$ cat src/logic/fpm_dram_pkg.sv
package fpm_dram_pkg;

  localparam int CLK_PERIOD_PS = 5000;

  // Times as printed, in their own units
  localparam int POWERUP_PAUSE_US = 100;
  localparam int INIT_CYCLES = 8;
  localparam int REFRESH_PERIOD_MS = 8;
  localparam int REFRESH_ROWS = 512;
  localparam int ROW_TO_COL_STROBE_NS = 20;
  localparam int ROW_TO_COL_ADDR_NS = 15;
  localparam int ROW_ACCESS_NS = 60;
  localparam int COL_ACCESS_NS = 20;
  localparam int ADDR_ACCESS_NS = 30;
  localparam int PRECHARGE_ACCESS_NS = 40;
  localparam int READ_HOLD_AFTER_ROW_NS = 10;
  localparam int COL_ADDR_LEAD_NS = 30;
  localparam int OUTPUT_OFF_NS = 20;
  localparam int WRITE_PULSE_NS = 10;
  localparam int WRITE_DATA_HOLD_NS = 15;
  localparam int COL_HOLD_AFTER_ROW_NS = 60;
  localparam int COL_TO_ROW_PRE_NS = 10;
  localparam int REFRESH_COL_SETUP_NS = 10;
  localparam int REFRESH_COL_HOLD_NS = 15;
  localparam int ROW_PRE_TO_COL_NS = 10;
  localparam int PAGE_CYCLE_NS = 45;
  localparam int PAGE_COL_PRE_NS = 10;
  localparam int PAGE_ROW_PULSE_NS = 100000;
  localparam int ROW_HOLD_AFTER_PRE_NS = 40;
  localparam int ROW_PRECHARGE_NS = 55;

  function automatic int cyc_min(input longint ps);
    longint c;
    c = (ps + CLK_PERIOD_PS - 1) / CLK_PERIOD_PS;
    return (c < 1) ? 1 : int'(c);
  endfunction

  function automatic int cyc_max(input longint ps);
    longint c;
    c = ps / CLK_PERIOD_PS;
    return (c < 1) ? 1 : int'(c);
  endfunction

  // Cycle counts at 200 MHz
  localparam int POWERUP_CYC = cyc_min(longint'(POWERUP_PAUSE_US) * 1000000);
  localparam int REFRESH_INTERVAL_CYC =
    cyc_max(longint'(REFRESH_PERIOD_MS) * 1000000000 / REFRESH_ROWS);
  localparam int RCD_CYC = cyc_min(ROW_TO_COL_STROBE_NS * 1000);
  localparam int RAD_CYC = cyc_min(ROW_TO_COL_ADDR_NS * 1000);
  localparam int ACCESS_NS_MAX = (ROW_ACCESS_NS - ROW_TO_COL_STROBE_NS > COL_ACCESS_NS) ?
    ROW_ACCESS_NS - ROW_TO_COL_STROBE_NS : COL_ACCESS_NS;
  // Data lands on the access edge, then needs two synchroniser flops
  localparam int CAS_ACCESS_CYC = cyc_min(ACCESS_NS_MAX * 1000) + 3;
  localparam int PAGE_ACCESS_CYC = cyc_min(PRECHARGE_ACCESS_NS * 1000) + 1;
  localparam int CAS_LOW_CYC = cyc_min(COL_HOLD_AFTER_ROW_NS * 1000);
  localparam int CP_CYC = cyc_min(PAGE_COL_PRE_NS * 1000);
  localparam int PC_CYC = cyc_min(PAGE_CYCLE_NS * 1000);
  localparam int RHCP_CYC = cyc_min(ROW_HOLD_AFTER_PRE_NS * 1000);
  localparam int RRH_CYC = cyc_min(READ_HOLD_AFTER_ROW_NS * 1000);
  localparam int RP_CYC = cyc_min(ROW_PRECHARGE_NS * 1000);
  localparam int CSR_CYC = cyc_min(REFRESH_COL_SETUP_NS * 1000);
  localparam int CHR_CYC = cyc_min(REFRESH_COL_HOLD_NS * 1000);
  localparam int RASC_CYC = cyc_max(longint'(PAGE_ROW_PULSE_NS) * 1000);
  localparam int ROW_LOW_CYC = cyc_min(ROW_ACCESS_NS * 1000);

  localparam int ADDR_W = 9;
  localparam int DATA_W = 32;
  localparam int LANES = 4;
  localparam int CNT_W = 16;
  localparam logic [7:0] ROW_MAX = 8'hFF;

  typedef struct packed {
    logic write;
    logic [ADDR_W-1:0] row;
    logic [ADDR_W-1:0] col;
    logic [LANES-1:0] lanes;
    logic [DATA_W-1:0] wdata;
  } mem_req_t;

  typedef struct packed {
    logic ras_n;
    logic [LANES-1:0] cas_n;
    logic we_n;
    logic [ADDR_W-1:0] addr;
  } dram_pins_t;

endpackage

$ cat src/logic/fpm_dram_ctrl.sv
`timescale 1ns/1ps
module fpm_dram_ctrl (
  input wire logic clk_sys,
  input wire logic rst_n,
  input wire logic req_valid,
  input wire fpm_dram_pkg::mem_req_t req,
  input wire logic req_page,
  input wire logic refresh_mode_cbr,
  output logic req_ready,
  output logic rd_valid,
  output logic [fpm_dram_pkg::DATA_W-1:0] rd_data,
  output logic init_done,
  output fpm_dram_pkg::dram_pins_t pins,
  output logic [fpm_dram_pkg::DATA_W-1:0] dq_out,
  output logic dq_oe,
  input wire logic [fpm_dram_pkg::DATA_W-1:0] dq_in
);

  typedef enum logic [8:0] {
    ST_POWERUP = 9'h001,
    ST_IDLE    = 9'h002,
    ST_RAS     = 9'h004,
    ST_CAS     = 9'h008,
    ST_CASPRE  = 9'h010,
    ST_RASHOLD = 9'h020,
    ST_PRECH   = 9'h040,
    ST_CBRSET  = 9'h080,
    ST_REFLOW  = 9'h100
  } state_t;

  ////////////////////////////////////////////////////////////////////////////
  logic rst_s1_r, rst_s2_r;
  logic [fpm_dram_pkg::DATA_W-1:0] dq_s1_r, dq_s2_r;
  always_ff @(posedge clk_sys or negedge rst_n) begin
    if (!rst_n) begin
      rst_s1_r <= 1'b0;
      rst_s2_r <= 1'b0;
    end else begin
      rst_s1_r <= 1'b1;
      rst_s2_r <= rst_s1_r;
    end
  end
  wire rst_sync_n = rst_s2_r;

  // Data pins cross in from the module
  always_ff @(posedge clk_sys or negedge rst_sync_n) begin
    if (!rst_sync_n) begin
      dq_s1_r <= '0;
      dq_s2_r <= '0;
    end else begin
      dq_s1_r <= dq_in;
      dq_s2_r <= dq_s1_r;
    end
  end

  ////////////////////////////////////////////////////////////////////////////
  state_t state_r, state_nxt;
  logic [17:0] tmr_r, tmr_nxt;
  logic [17:0] ref_tmr_r;
  logic [8:0] ref_pend_r;
  logic [3:0] init_cnt_r;
  logic [8:0] ref_row_r;
  logic [17:0] ras_tmr_r;
  logic [7:0] page_tmr_r;
  logic op_write_r, op_ref_r;
  fpm_dram_pkg::mem_req_t cur_r;
  logic accept, ref_start, ref_done;

  wire tmr_zero = (tmr_r == 18'h00000);
  wire ref_due = (ref_pend_r != 9'h000) || !init_done;
  wire [17:0] ras_limit = 18'(fpm_dram_pkg::RASC_CYC - fpm_dram_pkg::RHCP_CYC
                              - 4 * fpm_dram_pkg::PC_CYC);
  // Keep page open only while the row pulse has room for another column
  wire page_ok = req_valid && req_page && (req.row == cur_r.row) && !op_ref_r
                 && (ref_pend_r == 9'h000) && (ras_tmr_r < ras_limit);
  assign accept = (state_r == ST_IDLE) && tmr_zero && req_valid && !ref_due;
  assign ref_start = (state_r == ST_IDLE) && tmr_zero && ref_due;
  assign ref_done = (state_r == ST_PRECH) && tmr_zero && op_ref_r;
  wire use_cbr = refresh_mode_cbr && init_done;

  function automatic logic [17:0] ld(input int c);
    return 18'(c - 1);
  endfunction

  always_comb begin
    state_nxt = state_r;
    tmr_nxt = tmr_zero ? 18'h00000 : tmr_r - 18'h00001;
    unique case (state_r)
      ST_POWERUP: if (tmr_zero) begin
        state_nxt = ST_IDLE;
      end
      ST_IDLE: if (ref_start && use_cbr) begin
        state_nxt = ST_CBRSET;
        tmr_nxt = ld(fpm_dram_pkg::CSR_CYC);
      end else if (ref_start || accept) begin
        state_nxt = ST_RAS;
        tmr_nxt = ld(fpm_dram_pkg::RCD_CYC);
      end
      ST_RAS: if (tmr_zero) begin
        if (op_ref_r) begin
          state_nxt = ST_REFLOW;
          tmr_nxt = ld(fpm_dram_pkg::ROW_LOW_CYC);
        end else begin
          state_nxt = ST_CAS;
          tmr_nxt = ld(fpm_dram_pkg::CAS_ACCESS_CYC);
        end
      end
      ST_CBRSET: if (tmr_zero) begin
        state_nxt = ST_REFLOW;
        tmr_nxt = ld(fpm_dram_pkg::ROW_LOW_CYC);
      end
      ST_REFLOW: if (tmr_zero) begin
        state_nxt = ST_PRECH;
        tmr_nxt = ld(fpm_dram_pkg::RP_CYC);
      end
      ST_CAS: if (tmr_zero) begin
        if (page_ok) begin
          state_nxt = ST_CASPRE;
          tmr_nxt = ld(fpm_dram_pkg::CP_CYC);
        end else begin
          state_nxt = ST_RASHOLD;
          tmr_nxt = ld(fpm_dram_pkg::RHCP_CYC);
        end
      end
      ST_CASPRE: if (tmr_zero) begin
        state_nxt = ST_CAS;
        tmr_nxt = ld(fpm_dram_pkg::PAGE_ACCESS_CYC);
      end
      ST_RASHOLD: if (tmr_zero) begin
        state_nxt = ST_PRECH;
        tmr_nxt = ld(fpm_dram_pkg::RP_CYC);
      end
      ST_PRECH: if (tmr_zero) begin
        state_nxt = ST_IDLE;
      end
      default: begin
        state_nxt = ST_IDLE;
        tmr_nxt = 18'h00000;
      end
    endcase
  end

  wire page_accept = (state_r == ST_CAS) && tmr_zero && page_ok;
  wire cas_done = (state_r == ST_CAS) && tmr_zero;

  always_ff @(posedge clk_sys or negedge rst_sync_n) begin
    if (!rst_sync_n) begin
      state_r <= ST_POWERUP;
      tmr_r <= ld(fpm_dram_pkg::POWERUP_CYC);
    end else begin
      state_r <= state_nxt;
      tmr_r <= tmr_nxt;
    end
  end

  ////////////////////////////////////////////////////////////////////////////
  // Refresh bookkeeping; a tick in the same cycle as a done cancels it, leaving the count as it was
  always_ff @(posedge clk_sys or negedge rst_sync_n) begin
    if (!rst_sync_n) begin
      ref_tmr_r <= '0;
      ref_pend_r <= '0;
      init_cnt_r <= '0;
      init_done <= 1'b0;
      ref_row_r <= '0;
    end else begin
      if (ref_tmr_r == ld(fpm_dram_pkg::REFRESH_INTERVAL_CYC)) begin
        ref_tmr_r <= '0;
        if (init_done && !ref_done) begin
          ref_pend_r <= ref_pend_r + 9'h001;
        end
      end else begin
        ref_tmr_r <= ref_tmr_r + 18'h00001;
        if (ref_done && init_done && ref_pend_r != 9'h000) begin
          ref_pend_r <= ref_pend_r - 9'h001;
        end
      end
      if (ref_done) begin
        ref_row_r <= ref_row_r + 9'h001;
        if (!init_done) begin
          init_cnt_r <= init_cnt_r + 4'h1;
          init_done <= (init_cnt_r == 4'(fpm_dram_pkg::INIT_CYCLES - 1));
        end
      end
    end
  end

  ////////////////////////////////////////////////////////////////////////////
  always_ff @(posedge clk_sys or negedge rst_sync_n) begin
    if (!rst_sync_n) begin
      cur_r <= '0;
      op_write_r <= 1'b0;
      op_ref_r <= 1'b0;
      ras_tmr_r <= '0;
    end else begin
      if (accept || page_accept) begin
        cur_r <= req;
        op_write_r <= req.write;
      end
      if (ref_start) begin
        op_ref_r <= 1'b1;
        op_write_r <= 1'b0;
      end else if (accept) begin
        op_ref_r <= 1'b0;
      end
      ras_tmr_r <= (state_r == ST_IDLE) ? 18'h00000 : ras_tmr_r + 18'h00001;
    end
  end

  ////////////////////////////////////////////////////////////////////////////
  // Pin drive
  wire st_row_low = (state_r == ST_RAS) || (state_r == ST_CAS) || (state_r == ST_CASPRE)
                    || (state_r == ST_RASHOLD) || (state_r == ST_REFLOW);
  wire st_cas_low = (state_r == ST_CAS) || (state_r == ST_CBRSET)
                    || ((state_r == ST_REFLOW) && !op_ref_r)
                    || ((state_r == ST_REFLOW) && use_cbr);
  wire [fpm_dram_pkg::LANES-1:0] lane_sel = op_write_r ? cur_r.lanes : '1;
  wire [8:0] row_addr = op_ref_r ? ref_row_r : cur_r.row;
  wire col_phase = (state_r == ST_RAS) && !op_ref_r
                   && (tmr_r <= 18'(fpm_dram_pkg::RCD_CYC - fpm_dram_pkg::RAD_CYC));
  wire col_hold = (state_r == ST_CAS) || (state_r == ST_CASPRE) || (state_r == ST_RASHOLD);
  wire [8:0] addr_nxt = (col_phase || col_hold) ? cur_r.col : row_addr;
  wire cbr_pending = ref_start && use_cbr;
  wire ras_nxt_n = !((state_nxt == ST_RAS) || (state_nxt == ST_CAS)
                     || (state_nxt == ST_CASPRE) || (state_nxt == ST_RASHOLD)
                     || (state_nxt == ST_REFLOW));
  wire cas_nxt = (state_nxt == ST_CAS)
                 || ((state_nxt == ST_CBRSET) || ((state_nxt == ST_REFLOW) && use_cbr
                     && op_ref_r && (state_r != ST_RAS)));
  wire [8:0] addr_sel = (state_nxt == ST_RAS && state_r == ST_IDLE)
                        ? (ref_start ? ref_row_r : req.row) : addr_nxt;
  wire we_nxt_n = !(op_write_r && (state_nxt == ST_CAS || state_nxt == ST_CASPRE
                                   || state_nxt == ST_RAS) && !op_ref_r
                    || (accept && req.write));

  always_ff @(posedge clk_sys or negedge rst_sync_n) begin
    if (!rst_sync_n) begin
      pins <= '{ras_n: 1'b1, cas_n: '1, we_n: 1'b1, addr: '0};
      dq_out <= '0;
      dq_oe <= 1'b0;
    end else begin
      pins.ras_n <= ras_nxt_n;
      pins.cas_n <= cas_nxt ? ~((state_nxt == ST_CAS) ? lane_sel : 4'hF) : 4'hF;
      pins.we_n <= we_nxt_n;
      pins.addr <= addr_sel;
      // Drive data only on writes; reads leave the bus to the module
      dq_oe <= !we_nxt_n;
      if (accept || page_accept) begin
        dq_out <= req.wdata;
      end
    end
  end

  always_ff @(posedge clk_sys or negedge rst_sync_n) begin
    if (!rst_sync_n) begin
      rd_valid <= 1'b0;
      rd_data <= '0;
      req_ready <= 1'b0;
    end else begin
      rd_valid <= cas_done && !op_write_r && !op_ref_r;
      if (cas_done && !op_write_r) begin
        rd_data <= dq_s2_r;
      end
      req_ready <= accept || page_accept;
    end
  end

endmodule

$ cat config.mk
export PLATFORM = sky130hd
export DESIGN_NAME = fpm_dram_ctrl
export DESIGN_NICKNAME = d
export VERILOG_FILES = /design/src/logic/fpm_dram_pkg.sv /design/src/logic/fpm_dram_ctrl.sv
export SDC_FILE = /design/constraint.sdc
export NUM_CORES = 1
export LEC_CHECK = 0
export ABC_CLOCK_PERIOD_IN_PS = 19800
export BUFFER_PORTS_ARGS = -buffer_cell sky130_fd_sc_hd__buf_4
export CELL_PAD_IN_SITES_DETAIL_PLACEMENT = 0
export CELL_PAD_IN_SITES_GLOBAL_PLACEMENT = 2
export CORE_AREA = 3 3 179 181
export DETAILED_ROUTE_END_ITERATION = 10
export DIE_AREA = 0 0 182 184
export PLACE_DENSITY = 0.76
export SLEW_MARGIN = 20
export SYNTH_ARGS = -nofsm -noshare
export SYNTH_HDL_FRONTEND = slang
export SYNTH_SLANG_ARGS = --single-unit
$ cat constraint.sdc
create_clock -name clk_sys -period 19.8 [get_ports clk_sys]
set_clock_uncertainty 0.2 [all_clocks]
set_input_delay 3.96 -clock clk_sys [delete_from_list [all_inputs] [get_ports clk_sys]]
set_output_delay 3.96 -clock clk_sys [all_outputs]
set_load 0.1 [all_outputs]
; ---- Yosys cells after proc, flatten, opt, wreduce, memory -nomap -nowiden
; Cells that the tools add are included.
[classes]
n_addsub = 7
order_cmp = 2
eq_ne = 20
n_mux = 39
bitwise_logic = 2
reduce_logical = 61
[op_table]
columns = operator, n
row1 = 2-to-1 mux 18 bit, 10
row2 = 2-to-1 mux 9 bit, 16
row3 = case mux 18 bit (7 select lines), 1
row4 = case mux 9 bit (7 select lines), 1
row5 = "adder 18 x 1 -> 18 bit, second input constant", 2
row6 = logical AND 1 bit, 29
row7 = "adder 9 x 1 -> 9 bit, second input constant", 2
row8 = "equality test 18 x 12 -> 1 bit, second input constant", 1
row9 = "equality test 9 x 3 -> 1 bit, second input constant", 2
row10 = "equality test 9 x 4 -> 1 bit, second input constant", 2
row11 = "equality test 9 x 5 -> 1 bit, second input constant", 2
row12 = "equality test 9 x 6 -> 1 bit, second input constant", 2
row13 = "equality test 9 x 8 -> 1 bit, second input constant", 2
row14 = "equality test 9 bit, second input constant", 2
row15 = "less-or-equal comparator 18 x 1 -> 1 bit, second input constant", 1
row16 = zero test 18 bit, 1
row17 = "less-than comparator 18 x 15 -> 1 bit, second input constant", 1
row18 = "subtractor 18 x 1 -> 18 bit, second input constant", 1
row19 = logical OR 1 bit, 15
row20 = 2-to-1 mux 4 bit, 3
row21 = "equality test 9 x 1 -> 1 bit, second input constant", 1
row22 = "equality test 9 x 2 -> 1 bit, second input constant", 1
row23 = "equality test 9 x 7 -> 1 bit, second input constant", 1
row24 = equality test 9 bit, 1
row25 = other kinds (16), 31
[word_totals]
regBits = 258
in_bits = 92
out_inout_bits = 83
wordCells = 157

; ---- Depth between registers and ports, before layout
[logic_depth]
depth_word = 15
depth_mapped = 13
depth_no_buf = 13

; ---- Worst setup path after synthesis
; OpenSTA, ideal clock, no wires.
[synth_timing]
path_kind = in2reg
from = input port req[52] in the netlist's numbering
to = register dq_out[23] in the netlist's numbering
setup_time_ns = 0.128
arrival_ns = 5.666
t_required_ns = 19.472
setup_slack_ns = 13.806
stages = 8
path_buffers = 2
cell_sequence = xor2_1 -> nor4_1 -> nand4_1 -> a2111o_1 -> o21ai_1 -> buf_4 -> buf_4 -> mux2_1
[synth_between]
elab_chain_len = 7
[synth_lines]
columns = element, line_no
row1 = start: declaration, fpm_dram_ctrl.sv:6  ; input wire fpm_dram_pkg::mem_req_t req,
row2 = equality test 9 bit, fpm_dram_ctrl.sv:74  ; wire page_ok = req_valid && req_page && (req.row == cur_r.row) && !op_ref_r
row3 = logical AND 1 bit (2 in series), fpm_dram_ctrl.sv:74
row4 = logical AND 1 bit (2 in series), fpm_dram_ctrl.sv:75  ; && (ref_pend_r == 9'h000) && (ras_tmr_r < ras_limit);
row5 = logical AND 1 bit, fpm_dram_ctrl.sv:143  ; wire page_accept = (state_r == ST_CAS) && tmr_zero && page_ok;
row6 = logical OR 1 bit, fpm_dram_ctrl.sv:247  ; if (accept || page_accept) begin
row7 = end signal: assignment, fpm_dram_ctrl.sv:248  ; dq_out <= req.wdata;
row8 = end: declaration, fpm_dram_ctrl.sv:14  ; output logic [fpm_dram_pkg::DATA_W-1:0] dq_out,
; No other way between the ends.
; A chain may end at the register's enable or synchronous reset.

; ---- Worst setup path in the final report
[layout_timing]
from = input port req[47] in the netlist's numbering
to = register dq_out[7] in the netlist's numbering
; The elaborated chain is that of the path after synthesis.

==> impl_metrics.yaml <==
critical_path:
  required_ns: 20.02
  crit_fanout: 38
  worstSetupPathType: "in2reg"
  arrival_ns: 6.76
  crit_path_start_kind: "primary input"
  crit_path_end_kind: "flip-flop"
clock_tree:
  clk_path_buf_depth: 3
  clkLatencyLatePin_ns: 0.54
  cts_tree: "done"
  htree_num_levels: 1
  cts.sinks: 258
  cts_setup_buffers: 0
  ctsResizeCount: 0
  cts-root-buf: "clkbuf_16"
  hold_buffers: 0
  clkTransAtPathRegs_ns: 0.06
  cts_made_buffers: 29
yosys:
  synth_cell_types: 71
  ys_seq_area_share_pct: 60.8
  syn_nets: 931
  synthTopCellsByArea: "dfrtp_1, mux2_2, mux2_1"
  synthArstFlopShare_pct: 100
  avgSynthCellArea_um2: 12.9
  ys_seq_elements: 258
  synthFlopType: "dfrtp_1"
  synthCells: 824
  yosysMostFrequentCell: "dfrtp_1"
  synth-edff-count: 0
  synth_top_area_share_pct: 56.9
  ys_top_cells_by_count: "dfrtp_1, mux2_2, nor2_1"
  netlist_area_um2: 10700
  yosysWarningCount: 0
  synth_largest_area_cell: "dfrtp_1"
global_routing:
  grt_max_degree: 131
  antenna_found_initial: 0
  gr-usage-all-layers_pct: 13.8
  overflow: 0
  first_global_vias: 7031
  grt_pass1_wl_um: 37900
timing:
  finalHoldViolCount: 0
  tns_ns: 0
  layout_min_cycle_time_ns: 6.54
  setup_violations: 0
  worst_pin_slew_ns: 0.885
  rsz0062_at_grt: "false"
  slew_headroom_pct: 40.4
  fin_hold_ws_ns: 0.135
  post-route-period-util_pct: 33.0
  drv_slew: 0
  fmax_mhz: 153
floorplan:
  chipWidth_um: 182
  pin_count: 175
  rows: 64
  fp.dieH_um: 184
  die-area_um2: 33500
  initial_core_util_pct: 34.8
  core_um2: 30600
detailed_routing:
  post_drt_wl_per_cell_um: 16.2
  drtAntennaViolNets: 0
  drt-total-wl_um: 23200
  drt-initial-drc-count: 294
  num_vias: 6790
  drc_errors: 0
  vias_per_cell: 4.75
  drt_first_pass_iters: 4
run:
  drv_cap: 0
final_layout:
  drive_above_1_share_pct: 33.0
  diodes: 0
  fin_nets: 1118
  final_cells: 1430
  fin_util_pct: 43.8
  area_growth_pct: 25.8
power:
  swShare_pct: 21.1
  comb_power_share_pct: 2.2
  power.share.clock_pct: 48.7
  p_seq_share_pct: 49.1
  leakage_nw: 6.50
  power.internal_mw: 0.865
  p_sw_mw: 0.231
  power.density_nw_per_um2: 81.8
  peakVddDrop_v: 0.0000596
place:
  port-buffer-count: 174
  dp_hpwl_um: 16000
  dp_cells: 1376
  place.gp.congestion: 0.781
run_status:
  status: "finished clean"
min_path:
  hold_class: "reg2reg"
==> critical path, stage by stage <==
cell and delay (ns):
buf_4 0.12, xor2_1 0.14, nor4_1 0.35, nand4_1 0.14
a2111o_1 0.47, o21ai_4 0.57, buf_4 0.56, mux2_2 0.39
==> sequential cells by signal, summed over array words and instances, names as in the netlist, 15 cells and up <==
name,flops
dq_out,32
dq_s1_r,32
dq_s2_r,32
rd_data,32
cur_r,22
ras_tmr_r,18
ref_tmr_r,18
tmr_r,18
pins,15
==> per-stage QoR <==
stage	power, mW	setup WS [ns]	cell area [um^2]
6_report	1.10	13.26	13400
3_3_place_gp	0.573	12.68	12400
5_1_grt	1.14	13.07	13400
2_1_floorplan	0.554	11.91	10700
4_1_cts	1.12	13.22	13400
3_5_place_dp	0.574	12.63	12400
==> layout by cell type (no fill, tap or decap), types with 4 or more instances in the layout <==
cell         n
clkbuf_8     9
nor3_1      14
ha_1        14
a21oi_1     15
nand2_1     51
nor4_1      12
o21ai_1      6
nand3_1     23
xnor2_1     33
or2_2        4
dfrtp_1    241
nor2b_1      4
clkbuf_16   29
and4_1       7
xor2_1      43
o21ai_0     24
and3_1       7
or3_1        6
mux2_1      39
mux2i_1     10
buf_4      180
nor2_1      68
mux2_2      68
nand4_1     13
inv_1       15
and2_1       4
dfstp_2     16
clkbuf_1     6
==> final timing paths <==
kind | slack (ns) | to | cells after the start | start
max in group asynchronous | 16.31 | rst_s2_r$_DFF_PN0_ | 1 | rst_n
hold reg to reg | 0.13 | dq_s2_r[21]$_DFF_PN0_ | 0 | dq_s1_r[21]$_DFF_PN0_
min in group asynchronous | 0.24 | dq_out[30]$_DFFE_PN0P_ | 0 | rst_s2_r$_DFF_PN0_
setup / recovery | 13.26 | dq_out[7]$_DFFE_PN0P_ | 8 | req[47]
setup reg to reg | 15.81 | ref_pend_r[8]$_DFFE_PN0P_ | 12 | ref_tmr_r[6]$_DFF_PN0_
hold / removal | 0.13 | dq_s2_r[21]$_DFF_PN0_ | 0 | dq_s1_r[21]$_DFF_PN0_
==> routing by layer <==
layer	vias up	GRT usage (%)	wire [um]
li1	3266	-	-
met1	3359	19.0	10600
met2	124	22.5	11000
met3	41	2.65	1000
met4	0	3.60	590
met5	-	0	0
==> final cells by class <==
cell class | count | area (um^2)
sequential | 258 | 6480
inverter | 15 | 56.3
timing repair buffer | 181 | 1370
fill | 2908 | 17200
clock buffer | 44 | 872
tap | 396 | 495
clock inverter | 10 | 98.8
multi-input combinational | 526 | 4020
==> power groups by stage <==
| stage | Clock [mW] | Sequential, mW | Combinational [mW] |
|---|---|---|---|
| CTS | 0.555 | 0.539 | 0.0255 |
| global route | 0.577 | 0.539 | 0.0278 |
| global placement | 0 | 0.548 | 0.0254 |
| detailed placement | 0 | 0.548 | 0.0254 |
| finish | 0.534 | 0.538 | 0.0244 |
| floorplan | 0 | 0.552 | 0.00177 |
==> cells by family (layout without fill, tap and decap cells) <==
group / Yosys count / in the layout / synth area share [%]
buffers and inverters: 40 / 250 / 1.75
AO/OA/AOI/OAI: 76 / 76 / 4.77
other: 1 / 1 / 0.0352
adder cells (fa/ha/maj): 15 / 15 / 1.83
AND/OR/NAND/NOR: 241 / 241 / 12.3
flip-flops: 258 / 258 / 60.8
XOR/XNOR: 76 / 76 / 6.25
multiplexers: 117 / 117 / 12.3
No activity file was read; power rests on OpenSTA's default activity.
